### src/logic/doc_cfg.svh
// Constants for the digital output channel selector: offsets, fields, resets, timing.
// Assumes it is included by bare name wherever a number is needed.
`ifndef DOC_CFG_SVH
`define DOC_CFG_SVH

// ----------------------------------------------------------------------------
// Register byte offsets, one aligned 32-bit word each.
// ----------------------------------------------------------------------------
`define DOC_REG_CTRL     6'h00
`define DOC_REG_ON_DLY   6'h04
`define DOC_REG_OFF_DLY  6'h08
`define DOC_REG_WDOG     6'h0c
`define DOC_REG_STATUS   6'h10
`define DOC_REG_TYPE     6'h14
`define DOC_REG_INT_STAT 6'h18
`define DOC_REG_INT_MASK 6'h1c

// ----------------------------------------------------------------------------
// Control register fields.
// ----------------------------------------------------------------------------
`define DOC_CTRL_SIM     0
`define DOC_CTRL_ERR_LO  1
`define DOC_CTRL_ERR_HI  2
`define DOC_CTRL_INV     3
`define DOC_CTRL_SUB     4
`define DOC_CTRL_SIMV    5
`define DOC_CTRL_SIMBAD  6
`define DOC_CTRL_W       7

// ----------------------------------------------------------------------------
// Interrupt bits: watchdog expiry, invalid data, line fault, output change.
// ----------------------------------------------------------------------------
`define DOC_INT_WDOG     0
`define DOC_INT_BAD      1
`define DOC_INT_FAULT    2
`define DOC_INT_TOGGLE   3
`define DOC_INT_W        4

// ----------------------------------------------------------------------------
// Reset values.
// ----------------------------------------------------------------------------
`define DOC_CTRL_RST     7'h00
`define DOC_DLY_RST      16'h0000
`define DOC_WDOG_RST     16'h0000
`define DOC_MASK_RST     4'h0

// ----------------------------------------------------------------------------
// Timing: one millisecond at the system clock period.
// ----------------------------------------------------------------------------
`define DOC_MS_NS        1000000
`define DOC_CLK_NS       4
`define DOC_MS_CYCLES    (`DOC_MS_NS / `DOC_CLK_NS)

`endif

### src/logic/doc_pkg.sv
// Types shared by the digital output channel selector files.
// Assumes nothing beyond a SystemVerilog compiler.
package doc_pkg;

  // ----------------------------------------------------------------------------
  // Behaviour of the output while an error condition lasts.
  // ----------------------------------------------------------------------------
  typedef enum logic [1:0] {
    DOC_ERR_CURRENT = 2'b00,  // Keep the selected source value.
    DOC_ERR_SUBST   = 2'b01,  // Drive the configured substitute bit.
    DOC_ERR_LAST    = 2'b10   // Hold the last value driven before the fault.
  } doc_err_mode_t;

  // ----------------------------------------------------------------------------
  // Read-only channel type code.
  // ----------------------------------------------------------------------------
  typedef enum logic [1:0] {
    DOC_DIGITAL_INPUT_TYPE  = 2'b00,
    DOC_DIGITAL_OUTPUT_TYPE = 2'b01,
    DOC_ANALOG_INPUT_TYPE   = 2'b10,
    DOC_ANALOG_OUTPUT_TYPE  = 2'b11
  } doc_chan_type_t;

endpackage

### src/logic/doc_delay_filter.sv
// On/off delay filter for one digital output bit.
// Assumes a one-cycle millisecond tick on the same clock and static delay settings.
`timescale 1ns/1ps

module doc_delay_filter (
  input  wire logic        clk,
  input  wire logic        rst_n,
  input  wire logic        ms_tick,
  input  wire logic        din,
  input  wire logic [15:0] on_ms,
  input  wire logic [15:0] off_ms,
  output logic             dout
);

  // ----------------------------------------------------------------------------
  // State and decode.
  // ----------------------------------------------------------------------------
  logic        q_q;    // Filtered output level.
  logic [15:0] cnt_q;  // Whole milliseconds the input has differed.

  wire         pend  = (din != q_q);          // Input wants a change.
  wire  [15:0] lim   = din ? on_ms : off_ms;  // Delay for this direction.
  wire         reach = (cnt_q >= lim);        // Delay used up.

  assign dout = q_q;

  // A change back before the delay runs out restarts the count, so short
  // pulses are swallowed by the on delay and short gaps by the off delay.
  always_ff @(posedge clk or negedge rst_n) begin
    if (!rst_n) begin
      q_q   <= 1'b0;
      cnt_q <= 16'h0000;
    end else if (!pend) begin
      cnt_q <= 16'h0000;
    end else if (reach) begin
      q_q   <= din;
      cnt_q <= 16'h0000;
    end else if (ms_tick) begin
      cnt_q <= cnt_q + 16'h0001;  // Cannot wrap: cnt_q stays below lim here.
    end
  end

  // ----------------------------------------------------------------------------
  // Checks.
  // ----------------------------------------------------------------------------
  property p_on_wait;
    @(posedge clk) disable iff (!rst_n) (!q_q && cnt_q < on_ms) |=> !q_q;
  endproperty
  a_on_wait: assert property (p_on_wait) else $error("output rose before on delay");

  property p_off_wait;
    @(posedge clk) disable iff (!rst_n) (q_q && cnt_q < off_ms) |=> q_q;
  endproperty
  a_off_wait: assert property (p_off_wait) else $error("output fell before off delay");

endmodule

### src/logic/doc_channel.sv
// Digital output channel selector with an Avalon-MM register slave.
// Assumes bus data, its update strobe and the module enable come from logic on clk;
// the line fault pin is asynchronous and is synchronised here.
`timescale 1ns/1ps

`include "doc_cfg.svh"

module doc_channel #(
  parameter int MS_CYCLES = `DOC_MS_CYCLES  // Clock cycles in one millisecond.
) (
  input  wire logic        clk,
  input  wire logic        rst_n,
  input  wire logic [5:0]  avs_address,
  input  wire logic        avs_read,
  input  wire logic        avs_write,
  input  wire logic [31:0] avs_writedata,
  output logic [31:0]      avs_readdata,
  output logic             avs_waitrequest,
  input  wire logic        bus_update,
  input  wire logic        bus_data,
  input  wire logic        bus_invalid,
  input  wire logic        module_enable,
  input  wire logic        line_fault_pin,
  output logic             chan_out,
  output logic             chan_active,
  output logic             chan_invalid,
  output logic             irq
);

  // ----------------------------------------------------------------------------
  // Register storage.
  // ----------------------------------------------------------------------------
  logic [`DOC_CTRL_W-1:0] ctrl_q;      // Mode, error mode, invert, values.
  logic [15:0]            on_ms_q;     // On delay in milliseconds.
  logic [15:0]            off_ms_q;    // Off delay in milliseconds.
  logic [15:0]            wdog_ms_q;   // Watchdog time, zero disables it.
  logic [`DOC_INT_W-1:0]  int_stat_q;  // Sticky event bits.
  logic [`DOC_INT_W-1:0]  int_mask_q;  // Interrupt enables.
  logic [`DOC_INT_W-1:0]  int_stat_d;  // Next sticky state.

  // ----------------------------------------------------------------------------
  // Bus side handshake: one wait cycle, then the access completes.
  // ----------------------------------------------------------------------------
  logic wait_q;  // Registered waitrequest, high until the access edge.

  wire req    = avs_read | avs_write;  // Any request present.
  wire snap   = req & wait_q;          // First cycle: read data captured.
  wire accept = req & ~wait_q;         // Edge at which the access completes.
  wire wr_acc = accept & avs_write;    // Write takes effect.
  wire rd_acc = accept & avs_read;     // Read completes.

  wire hit_ctrl  = (avs_address == `DOC_REG_CTRL);
  wire hit_on    = (avs_address == `DOC_REG_ON_DLY);
  wire hit_off   = (avs_address == `DOC_REG_OFF_DLY);
  wire hit_wdog  = (avs_address == `DOC_REG_WDOG);
  wire hit_stat  = (avs_address == `DOC_REG_STATUS);
  wire hit_type  = (avs_address == `DOC_REG_TYPE);
  wire hit_istat = (avs_address == `DOC_REG_INT_STAT);
  wire hit_imask = (avs_address == `DOC_REG_INT_MASK);

  assign avs_waitrequest = wait_q;

  // Toggle between wait and accept while a request is held.
  always_ff @(posedge clk or negedge rst_n) begin
    if (!rst_n) begin
      wait_q <= 1'b1;
    end else begin
      wait_q <= ~snap;
    end
  end

  // ----------------------------------------------------------------------------
  // Control field decode.
  // ----------------------------------------------------------------------------
  wire                   sim_mode = ctrl_q[`DOC_CTRL_SIM];
  wire                   invert   = ctrl_q[`DOC_CTRL_INV];
  wire                   sub_val  = ctrl_q[`DOC_CTRL_SUB];   // Single bit, 0 or 1.
  wire                   sim_val  = ctrl_q[`DOC_CTRL_SIMV];
  wire                   sim_bad  = ctrl_q[`DOC_CTRL_SIMBAD];
  wire doc_pkg::doc_err_mode_t err_mode =
    doc_pkg::doc_err_mode_t'(ctrl_q[`DOC_CTRL_ERR_HI:`DOC_CTRL_ERR_LO]);

  // ----------------------------------------------------------------------------
  // Millisecond tick divider.
  // ----------------------------------------------------------------------------
  logic [17:0] ms_cnt_q;  // Cycle counter within one millisecond.

  wire ms_tick = (ms_cnt_q == 18'(MS_CYCLES - 1));

  // Free running so every delay and the watchdog share one time base.
  always_ff @(posedge clk or negedge rst_n) begin
    if (!rst_n) begin
      ms_cnt_q <= 18'h00000;
    end else if (ms_tick) begin
      ms_cnt_q <= 18'h00000;
    end else begin
      ms_cnt_q <= ms_cnt_q + 18'h00001;
    end
  end

  // ----------------------------------------------------------------------------
  // Received bus value and communication watchdog.
  // ----------------------------------------------------------------------------
  logic        bus_val_q;   // Last value written by the controller.
  logic        bus_bad_q;   // Its status flag, high for invalid data.
  logic [15:0] wdog_cnt_q;  // Milliseconds since the last update.
  logic        wdog_exp_q;  // Watchdog has run out.

  wire wdog_hit = (wdog_ms_q != 16'h0000) && (wdog_cnt_q >= wdog_ms_q);

  // Latch each update; the watchdog restarts on every update strobe.
  always_ff @(posedge clk or negedge rst_n) begin
    if (!rst_n) begin
      bus_val_q  <= 1'b0;
      bus_bad_q  <= 1'b0;
      wdog_cnt_q <= 16'h0000;
      wdog_exp_q <= 1'b0;
    end else if (bus_update) begin
      bus_val_q  <= bus_data;
      bus_bad_q  <= bus_invalid;
      wdog_cnt_q <= 16'h0000;
      wdog_exp_q <= 1'b0;
    end else begin
      if (ms_tick && !wdog_hit) begin
        wdog_cnt_q <= wdog_cnt_q + 16'h0001;
      end
      wdog_exp_q <= wdog_hit;
    end
  end

  // ----------------------------------------------------------------------------
  // Line fault pin: two flip-flops, then only reported, never used for selection.
  // ----------------------------------------------------------------------------
  logic fault_m_q;  // First stage, read by the second stage only.
  logic fault_s_q;  // Synchronised line fault level.

  always_ff @(posedge clk or negedge rst_n) begin
    if (!rst_n) begin
      fault_m_q <= 1'b0;
      fault_s_q <= 1'b0;
    end else begin
      fault_m_q <= line_fault_pin;
      fault_s_q <= fault_m_q;
    end
  end

  // ----------------------------------------------------------------------------
  // Source selection and error strategy.
  // ----------------------------------------------------------------------------
  logic last_q;  // Last value selected while no error was present.

  // Simulation replaces the bus value and its status.
  wire src     = sim_mode ? sim_val : bus_val_q;
  wire src_bad = sim_mode ? sim_bad : bus_bad_q;
  // The fault pin is deliberately absent from the error term.
  wire err     = wdog_exp_q | src_bad;

  wire use_cur = (err_mode == doc_pkg::DOC_ERR_CURRENT);
  wire use_lst = (err_mode == doc_pkg::DOC_ERR_LAST);
  // The unused code 2'b11 behaves as substitute, the safe choice.
  wire err_val = use_cur ? src : (use_lst ? last_q : sub_val);
  wire sel     = err ? err_val : src;
  wire sel_bad = err;

  // Inversion sits after selection and before the delay filter.
  wire pre_dly = sel ^ invert;

  // Remember the last good value so hold-last survives a long fault.
  always_ff @(posedge clk or negedge rst_n) begin
    if (!rst_n) begin
      last_q <= 1'b0;
    end else if (!err) begin
      last_q <= src;
    end
  end

  // ----------------------------------------------------------------------------
  // Delay filter and output registers.
  // ----------------------------------------------------------------------------
  logic filt;  // Delayed level.

  doc_delay_filter u_filter (
    .clk     (clk),
    .rst_n   (rst_n),
    .ms_tick (ms_tick),
    .din     (pre_dly),
    .on_ms   (on_ms_q),
    .off_ms  (off_ms_q),
    .dout    (filt)
  );

  // An inactive channel drives low, so a disabled module leaves the pin off.
  always_ff @(posedge clk or negedge rst_n) begin
    if (!rst_n) begin
      chan_out     <= 1'b0;
      chan_active  <= 1'b0;
      chan_invalid <= 1'b0;
    end else begin
      chan_out     <= module_enable & filt;
      chan_active  <= module_enable;
      chan_invalid <= sel_bad;
    end
  end

  // ----------------------------------------------------------------------------
  // Interrupt events, rising edges of each condition, both edges of the output level.
  // ----------------------------------------------------------------------------
  logic                  exp_p_q;    // Previous watchdog state.
  logic                  bad_p_q;    // Previous invalid state.
  logic                  fault_p_q;  // Previous fault level.
  logic                  out_p_q;    // Previous output level.
  logic [`DOC_INT_W-1:0] events;     // One-cycle event pulses.
  logic [`DOC_INT_W-1:0] int_clr;    // Bits removed by a status read.

  assign events[`DOC_INT_WDOG]   = wdog_exp_q & ~exp_p_q;
  assign events[`DOC_INT_BAD]    = src_bad & ~bad_p_q;
  assign events[`DOC_INT_FAULT]  = fault_s_q & ~fault_p_q;
  assign events[`DOC_INT_TOGGLE] = chan_out ^ out_p_q;

  // Only bits the reader actually saw are cleared, and a new event wins.
  assign int_clr    = (rd_acc & hit_istat) ? avs_readdata[`DOC_INT_W-1:0] : 4'h0;
  assign int_stat_d = (int_stat_q & ~int_clr) | events;

  always_ff @(posedge clk or negedge rst_n) begin
    if (!rst_n) begin
      exp_p_q    <= 1'b0;
      bad_p_q    <= 1'b0;
      fault_p_q  <= 1'b0;
      out_p_q    <= 1'b0;
      int_stat_q <= 4'h0;
      irq        <= 1'b0;
    end else begin
      exp_p_q    <= wdog_exp_q;
      bad_p_q    <= src_bad;
      fault_p_q  <= fault_s_q;
      out_p_q    <= chan_out;
      int_stat_q <= int_stat_d;
      irq        <= |(int_stat_d & int_mask_q);
    end
  end

  // ----------------------------------------------------------------------------
  // Register writes, taken only at the access edge.
  // ----------------------------------------------------------------------------
  always_ff @(posedge clk or negedge rst_n) begin
    if (!rst_n) begin
      ctrl_q     <= `DOC_CTRL_RST;
      on_ms_q    <= `DOC_DLY_RST;
      off_ms_q   <= `DOC_DLY_RST;
      wdog_ms_q  <= `DOC_WDOG_RST;
      int_mask_q <= `DOC_MASK_RST;
    end else if (wr_acc) begin
      if (hit_ctrl)  ctrl_q     <= avs_writedata[`DOC_CTRL_W-1:0];
      if (hit_on)    on_ms_q    <= avs_writedata[15:0];
      if (hit_off)   off_ms_q   <= avs_writedata[15:0];
      if (hit_wdog)  wdog_ms_q  <= avs_writedata[15:0];
      if (hit_imask) int_mask_q <= avs_writedata[`DOC_INT_W-1:0];
    end
  end

  // ----------------------------------------------------------------------------
  // Read data, captured in the wait cycle so it stands at the access edge.
  // ----------------------------------------------------------------------------
  wire [5:0]  stat_bits = {sel_bad & ~use_cur, fault_s_q, wdog_exp_q,
                           chan_invalid, chan_active, chan_out};
  wire [31:0] rd_mux =
    hit_ctrl  ? {25'h0000000, ctrl_q} :
    hit_on    ? {16'h0000, on_ms_q} :
    hit_off   ? {16'h0000, off_ms_q} :
    hit_wdog  ? {16'h0000, wdog_ms_q} :
    hit_stat  ? {26'h0000000, stat_bits} :
    hit_type  ? {30'h00000000, doc_pkg::DOC_DIGITAL_OUTPUT_TYPE} :
    hit_istat ? {28'h0000000, int_stat_q} :
    hit_imask ? {28'h0000000, int_mask_q} :
    32'h00000000;  // Unmapped words read zero.

  always_ff @(posedge clk or negedge rst_n) begin
    if (!rst_n) begin
      avs_readdata <= 32'h00000000;
    end else if (snap && avs_read) begin
      avs_readdata <= rd_mux;
    end
  end

  // ----------------------------------------------------------------------------
  // Checks.
  // ----------------------------------------------------------------------------
  property p_normal;
    @(posedge clk) disable iff (!rst_n) (!sim_mode && !err) |-> (sel == bus_val_q);
  endproperty
  a_normal: assert property (p_normal) else $error("bus value not selected");

  property p_sim;
    @(posedge clk) disable iff (!rst_n) (sim_mode && !err) |-> (sel == sim_val);
  endproperty
  a_sim: assert property (p_sim) else $error("simulation value not selected");

  property p_wdog;
    @(posedge clk) disable iff (!rst_n)
      (!bus_update && wdog_hit) |=> (err && wdog_exp_q);
  endproperty
  a_wdog: assert property (p_wdog) else $error("watchdog expiry missed");

  property p_bad;
    @(posedge clk) disable iff (!rst_n)
      (bus_update && bus_invalid && !sim_mode) |=> (err || sim_mode);
  endproperty
  a_bad: assert property (p_bad) else $error("invalid bus data not flagged");

  property p_no_fault;
    @(posedge clk) disable iff (!rst_n)
      (fault_s_q && !wdog_exp_q && !src_bad) |=> !chan_invalid;
  endproperty
  a_no_fault: assert property (p_no_fault) else $error("error without cause");

  property p_current;
    @(posedge clk) disable iff (!rst_n) (err && use_cur) |-> (sel == src);
  endproperty
  a_current: assert property (p_current) else $error("current value not kept");

  property p_subst;
    @(posedge clk) disable iff (!rst_n)
      (err && err_mode == doc_pkg::DOC_ERR_SUBST) |-> (sel == sub_val) ##1 chan_invalid;
  endproperty
  a_subst: assert property (p_subst) else $error("substitute not driven");

  property p_last;
    @(posedge clk) disable iff (!rst_n)
      (err && use_lst && $past(err) && $past(use_lst)) |-> (sel == $past(sel));
  endproperty
  a_last: assert property (p_last) else $error("last value not held");

  property p_invert;
    @(posedge clk) disable iff (!rst_n) (pre_dly != sel) == invert;
  endproperty
  a_invert: assert property (p_invert) else $error("inversion wrong");

  property p_active;
    @(posedge clk) disable iff (!rst_n)
      $changed(module_enable) |=> (chan_active == $past(module_enable));
  endproperty
  a_active: assert property (p_active) else $error("active does not follow enable");

  property p_type;
    @(posedge clk) disable iff (!rst_n)
      (rd_acc && hit_type) |-> (avs_readdata == 32'h00000001);
  endproperty
  a_type: assert property (p_type) else $error("channel type wrong");

  property p_sim_bad;
    @(posedge clk) disable iff (!rst_n) (sim_mode && sim_bad) |-> err;
  endproperty
  a_sim_bad: assert property (p_sim_bad) else $error("bad simulation status ignored");

endmodule

### config.mk
export PLATFORM = sky130hd
export DESIGN_NAME = doc_channel
export DESIGN_NICKNAME = d
export VERILOG_FILES = /design/src/logic/doc_pkg.sv /design/src/logic/doc_delay_filter.sv /design/src/logic/doc_channel.sv
export VERILOG_INCLUDE_DIRS = /design/src /design/src/logic
export SDC_FILE = /design/constraint.sdc
export NUM_CORES = 1
export LEC_CHECK = 0
export ABC_AREA = 0
export BUFFER_PORTS_ARGS = -buffer_cell sky130_fd_sc_hd__buf_2
export CORE_MARGIN = 3
export CORE_UTILIZATION = 38
export CTS_CLUSTER_SIZE = 16
export DETAILED_ROUTE_END_ITERATION = 8
export PLACE_DENSITY = 0.58
export SLEW_MARGIN = 40
export SYNTH_ARGS = -nofsm -noshare
export SYNTH_HDL_FRONTEND = slang
export SYNTH_HIERARCHICAL = 1
export SYNTH_SLANG_ARGS = --single-unit
export TNS_END_PERCENT = 30
### constraint.sdc
create_clock -name clk -period 3.8 [get_ports clk]
set_input_delay 1.14 -clock clk [delete_from_list [all_inputs] [get_ports clk]]
set_output_delay 1.14 -clock clk [all_outputs]
set_load 0.02 [all_outputs]
==> impl_metrics.yaml, run 1 <==
layout:
  drive_above_1_share: 0.243
  syn_to_final_growth_pct: 15.0
  layout.nets: 880
  fin_area_um2: 9100
  multi_input_area_um2: 3980
  layout.cells.non_filler: 1081
  regArea_um2: 3630
  utilization: 0.447
  diodes: 0
  n_fill_cell: 1940
drt:
  drtPass1Iterations: 4
  ant_nets: 0
  wirelength_um: 17900
  wl_per_cell_um: 16.5
  dr_total_vias: 5574
  post-route-drc-count: 0
  vias_per_cell: 5.16
  drt_iter0_drc: 224
synthesis:
  yosysSeqAreaShare: 0.459
  synth-simple-area-share: 0.168
  synth_compound_area_frac: 0.0882
  synthesis.area_um2: 7920
  synth.distinct_cells: 67
  synth_flop_cell: "dfrtp_1"
  ys_ff_latch: 145
  synth_edf_count: 0
  syn_avg_cell_area_um2: 10.7
  synth_xor_area_frac: 0.0343
  syn_inst: 743
  yosys.area_share.adder: 0.0553
  muxShareOfSynthArea: 0.147
  synth_warnings: 6
  async_flop_share: 1.00
  synth_top_family_by_area: "simple AND/OR/NAND/NOR gates"
placed_design:
  postPlaceCellArea_um2: 8450
  place_congestion: 0.765
  dp_cells: 1048
  dp_slack_ns: 0.104
  io_buffers: 51
  hpwl_um: 13000
status:
  status: "finished clean"
critical_path:
  r2r_setup_slack_ns: 0.30
  worst-setup-path-type: "reg2reg"
  cp_max_fo: 17
  crit_chain: "mux2i_1 -> nand2b_1 -> o21ai_1 -> a211oi_1 -> a21oi_2 -> xor2_2 -> buf_12 -> mux2i_1 -> ha_1 -> a21o_1 -> a21o_1 -> a221oi_2 -> nand3_1 -> mux2_2"
  end_kind: "flip-flop"
  slowest_stage: "dfrtp_1"
  arrival_ns: 3.80
  cp-start-kind: "flip-flop"
  slowest_delay_ns: 0.44
  path_delay_family: "compound AO/OA/AOI/OAI gates"
  critical_path_required_ns: 4.10
  crit_buf_inv: 1
sta:
  fmax_ghz: 0.286
  hold_violations: 0
  finClkSkew_ns: 0.00828
  min_period_over_period: 0.921
  worst_pin_slew_ns: 0.689
  tns_ns: 0
  drv_slew: 0
  setup_slack_ns: 0.300
  setup_viol: 0
  post-route-min-period_ns: 3.50
  whs_ns: 0.360
  rsz0062_at_grt: "no"
  max-slew-margin-rel: 0.540
grt:
  grt_pass1_vias: 5541
  grt_max_degree: 59
  grt_antenna_before_repair: 0
  track_usage: 0.167
  gr-total-overflow: 0
  grt_pass1_wl_um: 29700
clock_network:
  ctsHoldBuffers: 0
  cts_buffer_depth: 2
  cts_buffers: 17
  cts.sinks: 145
  clkSlewWorstSetupHoldPaths_ns: 0.06
  cts_htree_levels: 4
  root_buffer: "clkbuf_16"
  clk-insertion-delay-late_ns: 0.42
  cts_tree: "done"
die:
  dieArea_um2: 22600
  start_util: 0.389
  num_rows: 52
  coreArea_um2: 20400
  die_x_um: 150
  io_pins: 84
  die_y_um: 150
pwr:
  p_leak_nw: 4.21
  total_power_mw: 4.05
  vdd_drop_max_mv: 0.227
  cellPowerDensity_nw_per_um2: 445
hold_path:
  min_path_type: "reg2reg"
flow_run:
  drv_cap: 0
[cell families (layout without fill, tap and decap cells)]
logic type / Yosys count / after routing
buf+inv: 75 / 128
compound gates: 109 / 109
simple gates: 250 / 250
xor+xnor: 31 / 31
flops: 145 / 145
fa+ha+maj: 35 / 35
mux: 97 / 97
other cells: 1 / 16
[cells in the final DEF, fill, tap and decap left out, types with 15 or more instances in the layout]
| master | n |
|---|---|
| nor4_1 | 24 |
| o21ai_0 | 41 |
| mux2_2 | 50 |
| xor2_1 | 17 |
| inv_1 | 29 |
| nand3_1 | 16 |
| nor2_1 | 48 |
| dfrtp_1 | 144 |
| nor2b_1 | 18 |
| clkbuf_16 | 17 |
| ha_1 | 35 |
| mux2_4 | 17 |
| a21oi_1 | 20 |
| a22oi_1 | 15 |
| mux2i_1 | 22 |
| nand4_1 | 17 |
| conb_1 | 16 |
| nand2_1 | 71 |
| buf_2 | 50 |
[timing repair]
action,4_1_cts,5_1_grt
buffers inserted,0,1
endpoints found under the setup margin,0,17
gates resized for setup,0,2
[cell usage after synthesis (all sizes together) (2+ instances only)]
cell | count | share of area
a22o | 5 | 0.0055
or3 | 4 | 0.0038
and3 | 8 | 0.0063
mux4 | 3 | 0.0085
o21ai | 43 | 0.027
o31ai | 4 | 0.0038
mux2 | 72 | 0.11
nor2b | 18 | 0.014
nand2 | 72 | 0.034
nor3 | 8 | 0.0065
or4 | 2 | 0.0024
nor4 | 25 | 0.021
buf | 30 | 0.027
a21oi | 21 | 0.013
a2111oi | 3 | 0.0033
a21o | 3 | 0.0028
inv | 29 | 0.014
nand2b | 3 | 0.0024
a211oi | 2 | 0.0025
nor3b | 2 | 0.0019
dfrtp | 144 | 0.46
nor2 | 60 | 0.034
nand3b | 3 | 0.0028
or2 | 2 | 0.0016
nand3 | 16 | 0.010
mux2i | 22 | 0.028
and4 | 4 | 0.0044
xor2 | 18 | 0.020
ha | 35 | 0.055
and2 | 3 | 0.0024
nand4 | 18 | 0.016
clkbuf | 16 | 0.0076
a22oi | 15 | 0.014
xnor2 | 13 | 0.014
[state kept, by name (all words and copies together), names as in the netlist, 4 cells and up]
register        flops
avs_readdata       16
ctrl_q              7
int_mask_q          4
int_stat_q          4
ms_cnt_q           18
off_ms_q           16
on_ms_q            16
u_filter/cnt_q     16
wdog_cnt_q         16
wdog_ms_q          16
[where the power goes]
part	internal, mW	switching, mW
clock network	1.12	0.665
registers	1.64	0.0819
logic	0.236	0.317
total	2.99	1.06
[worst paths after layout]
path                       startpoint                end  depth (start not counted)
max in group asynchronous       rst_n  u_filter/cnt_q[6]                          2
hold reg to reg             fault_m_q          fault_s_q                          0
setup reg to reg            ctrl_q[0]      u_filter/dout                         14
setup / recovery            ctrl_q[0]      u_filter/dout                         14
hold / removal              fault_m_q          fault_s_q                          0
min in group asynchronous       rst_n          ctrl_q[0]                          1
[metal layers]
layer | share of wire | GRT usage | up-vias
li1 | - | - | 2742
met1 | 0.50 | 0.238 | 2736
met2 | 0.46 | 0.262 | 79
met3 | 0.030 | 0.0301 | 17
met4 | 0.012 | 0.0467 | 0
met5 | 0 | 0 | -
[cell type report]
| class | count | area share |
|---|---|---|
| flip-flops and latches | 145 | 0.399 |
| inverters | 29 | 0.0120 |
| multi-input cells | 538 | 0.437 |
| clock inverters | 13 | 0.0202 |
| repair buffers | 67 | 0.0460 |
| well taps | 270 | 0.0371 |
| clock buffers | 19 | 0.0487 |
Power figures use the tool's default switching activity.
==> run 2: changes to the inputs <==
ABC_AREA = 1   (was 0)
PLACE_DENSITY = 0.57   (was 0.58)
==> impl_metrics.yaml, run 2 <==
hold_path:
  worstHoldStart: "fault_m_q"
  holdPathEnd: "fault_s_q"
  hold_depth: 0
  min_path_type: "reg2reg"
synthesis:
  synth_flop_cell: "dfrtp_1"
  yosys.area.top_type_share: 0.437
  ys_ff_latch: 145
  synth_top_cells_by_count: "nand2_1, dfrtp_1, inv_1, nor2_1, o21ai_1"
  syn_avg_cell_area_um2: 8.26
  synth_edf_count: 0
  synth_warnings: 6
  syn_inst: 999
  synth.most_common_cell: "nand2_1"
  synth.distinct_cells: 47
  async_flop_share: 1.00
  synth_area_leaders: "dfrtp_1, nand2_1, ha_1, inv_1, xor2_1"
  yosysSeqAreaShare: 0.440
  yosys.area.top_type: "dfrtp_1"
  synthesis.area_um2: 8250
clock_network:
  cts_tree: "done"
  cts.sinks: 145
  ctsHoldBuffers: 0
  clk-insertion-delay-late_ns: 0.42
  cts_buffers: 17
  cts_resized: 0
  clkSlewWorstSetupHoldPaths_ns: 0.06
  root_buffer: "clkbuf_16"
  postCtsSetupBuffers: 0
  cts_htree_levels: 4
  cts_buffer_depth: 2
drt:
  drtPass1Iterations: 5
  wl_per_cell_um: 14.4
  dr_total_vias: 6618
  post-route-drc-count: 0
  ant_nets: 0
  wirelength_um: 19500
  vias_per_cell: 4.91
  drt_iter0_drc: 397
critical_path:
  end_kind: "flip-flop"
  worst-setup-path-type: "reg2reg"
  worstRegToRegCells: 21
  r2r-end: "u_filter/cnt_q[7]"
  r2r_setup_slack_ns: 0.51
  arrival_ns: 3.61
  r2r_start: "ctrl_q[0]"
  cp_max_fo: 11
  cp-start-kind: "flip-flop"
  critical_path_required_ns: 4.13
pwr:
  p_int_mw: 2.72
  combinationalPowerShare: 0.177
  total_power_mw: 3.89
  cellPowerDensity_nw_per_um2: 418
  vdd_drop_max_mv: 0.208
  p_switching_mw: 1.16
  swShare: 0.299
  p_clk_frac: 0.377
  p_seq_frac: 0.446
  p_leak_nw: 4.59
grt:
  grt_pass1_vias: 6323
  grt_max_degree: 85
  gr-total-overflow: 0
  track_usage: 0.173
  grt_pass1_wl_um: 33000
  grt_antenna_before_repair: 0
sta:
  finClkSkew_ns: 0.0126
  hold_violations: 0
  min_period_over_period: 0.865
  drv_slew: 0
  rsz0062_at_grt: "no"
  fmax_ghz: 0.304
  setup_slack_ns: 0.514
  worst_pin_slew_ns: 0.708
  max-slew-margin-rel: 0.528
  setup_viol: 0
  post-route-min-period_ns: 3.29
  tns_ns: 0
  whs_ns: 0.352
layout:
  final_common_cell: "nand2_1"
  largest_reg_flops: 18
  drive_above_1_share: 0.144
  layout.nets: 1143
  syn_to_final_growth_pct: 12.6
  multi_input_area_um2: 3970
  layout.cells.non_filler: 1348
  final_cell_mix: "nand2_1, dfrtp_1, inv_1"
  diodes: 0
  n_fill_cell: 2168
  regArea_um2: 3630
  regMostFlops: "ms_cnt_q"
die:
  start_util: 0.390
  num_rows: 53
  die_x_um: 153
  coreArea_um2: 21200
  io_pins: 84
  die_y_um: 153
  dieArea_um2: 23500
placed_design:
  place_congestion: 0.772
  dp_cells: 1317
  hpwl_um: 14300
  dp_slack_ns: 0.505
  io_buffers: 51
status:
  status: "finished clean"
flow_run:
  drv_cap: 0
-- run 2: cell types whose count changed after synthesis, moves of 9 or more --
| cell | previous run | this run |
|---|---|---|
| a21oi_1 | 21 | 37 |
| a22oi_1 | 15 | 1 |
| inv_1 | 29 | 110 |
| mux2_2 | 50 | 1 |
| mux2_4 | 17 | 0 |
| nand2_1 | 72 | 259 |
| nand3_1 | 16 | 33 |
| nand3_2 | 0 | 13 |
| nand4_1 | 17 | 40 |
| nor2b_1 | 18 | 0 |
| nor4_1 | 24 | 6 |
| o21ai_0 | 42 | 51 |
| o21ai_1 | 1 | 53 |
| xor2_1 | 18 | 31 |
-- run 2: worst max-delay path by stage --
stage | start | to
2_1_floorplan | ctrl_q[0] | u_filter/cnt_q[13]
3_3_place_gp | ctrl_q[0] | u_filter/cnt_q[15]
3_5_place_dp | ctrl_q[0] | u_filter/cnt_q[7]
4_1_cts | ctrl_q[0] | u_filter/cnt_q[7]
5_1_grt | ctrl_q[0] | u_filter/cnt_q[8]
6_report | ctrl_q[0] | u_filter/cnt_q[7]
-- run 2: metrics by stage --
| step | cell area [um^2] | util |
|---|---|---|
| global route | 9290 | 0.439 |
| finish | 9290 | 0.439 |
| floorplan | 8310 | - |
| CTS | 9290 | 0.439 |
| global placement | 8790 | 0.416 |
| detailed placement | 8790 | 0.416 |
-- run 2: layout make-up --
cell class / count / share of cell area
Clock buffer: 23 / 0.0493
Clock inverter: 8 / 0.00431
Inverter: 119 / 0.0481
Multi-Input combinational cell: 710 / 0.427
Sequential cell: 145 / 0.391
Tap cell: 275 / 0.0370
Timing Repair Buffer: 68 / 0.0435
-- run 2: worst max-delay path, stage by stage, from the launching register on --
cell     delay [ns]
dfrtp_1        0.42
o21ai_0        0.16
buf_4          0.16
nand2_1        0.06
nand2_1        0.10
mux2i_1        0.31
xnor2_2        0.20
buf_4          0.25
mux2i_1        0.22
ha_1           0.26
nand2_1        0.07
nor2_1         0.04
nor2_1         0.07
nand2_1        0.07
nand2_1        0.05
nand2_1        0.08
nand2_1        0.10
nand2_1        0.12
nor2_4         0.11
buf_4          0.19
nand2_1        0.06
o21ai_0        0.09
-- run 2: power by group through the flow --
stage	clock network, mW	registers [mW]	logic (mW)
detailed placement	0	1.76	0.696
floorplan	0	1.77	0.452
global route	1.57	1.75	0.785
CTS	1.49	1.73	0.699
global placement	0	1.76	0.691
finish	1.46	1.73	0.688
-- run 2: per-layer routing --
layer / up-vias / track usage / wire (um)
met4: 0 / 0.0547 / 299
li1: 3369 / - / -
met2: 114 / 0.263 / 8710
met5: - / 0 / 0
met1: 3114 / 0.249 / 9630
met3: 21 / 0.0340 / 822
-- run 2: cells by family (layout without fill, tap and decap cells) --
logic type                 after synthesis  count (layout)  synth area share
muxes                                   17              17            0.0208
adders and majority gates               35              35            0.0531
xor gates and xnor gates                37              37            0.0416
and+or+nand+nor                        455             455             0.263
DFF                                    145             145             0.440
other                                    1              16          0.000455
buffers and inverters                  159             218            0.0868
AOI/OAI and AO/OA                      150             150            0.0943
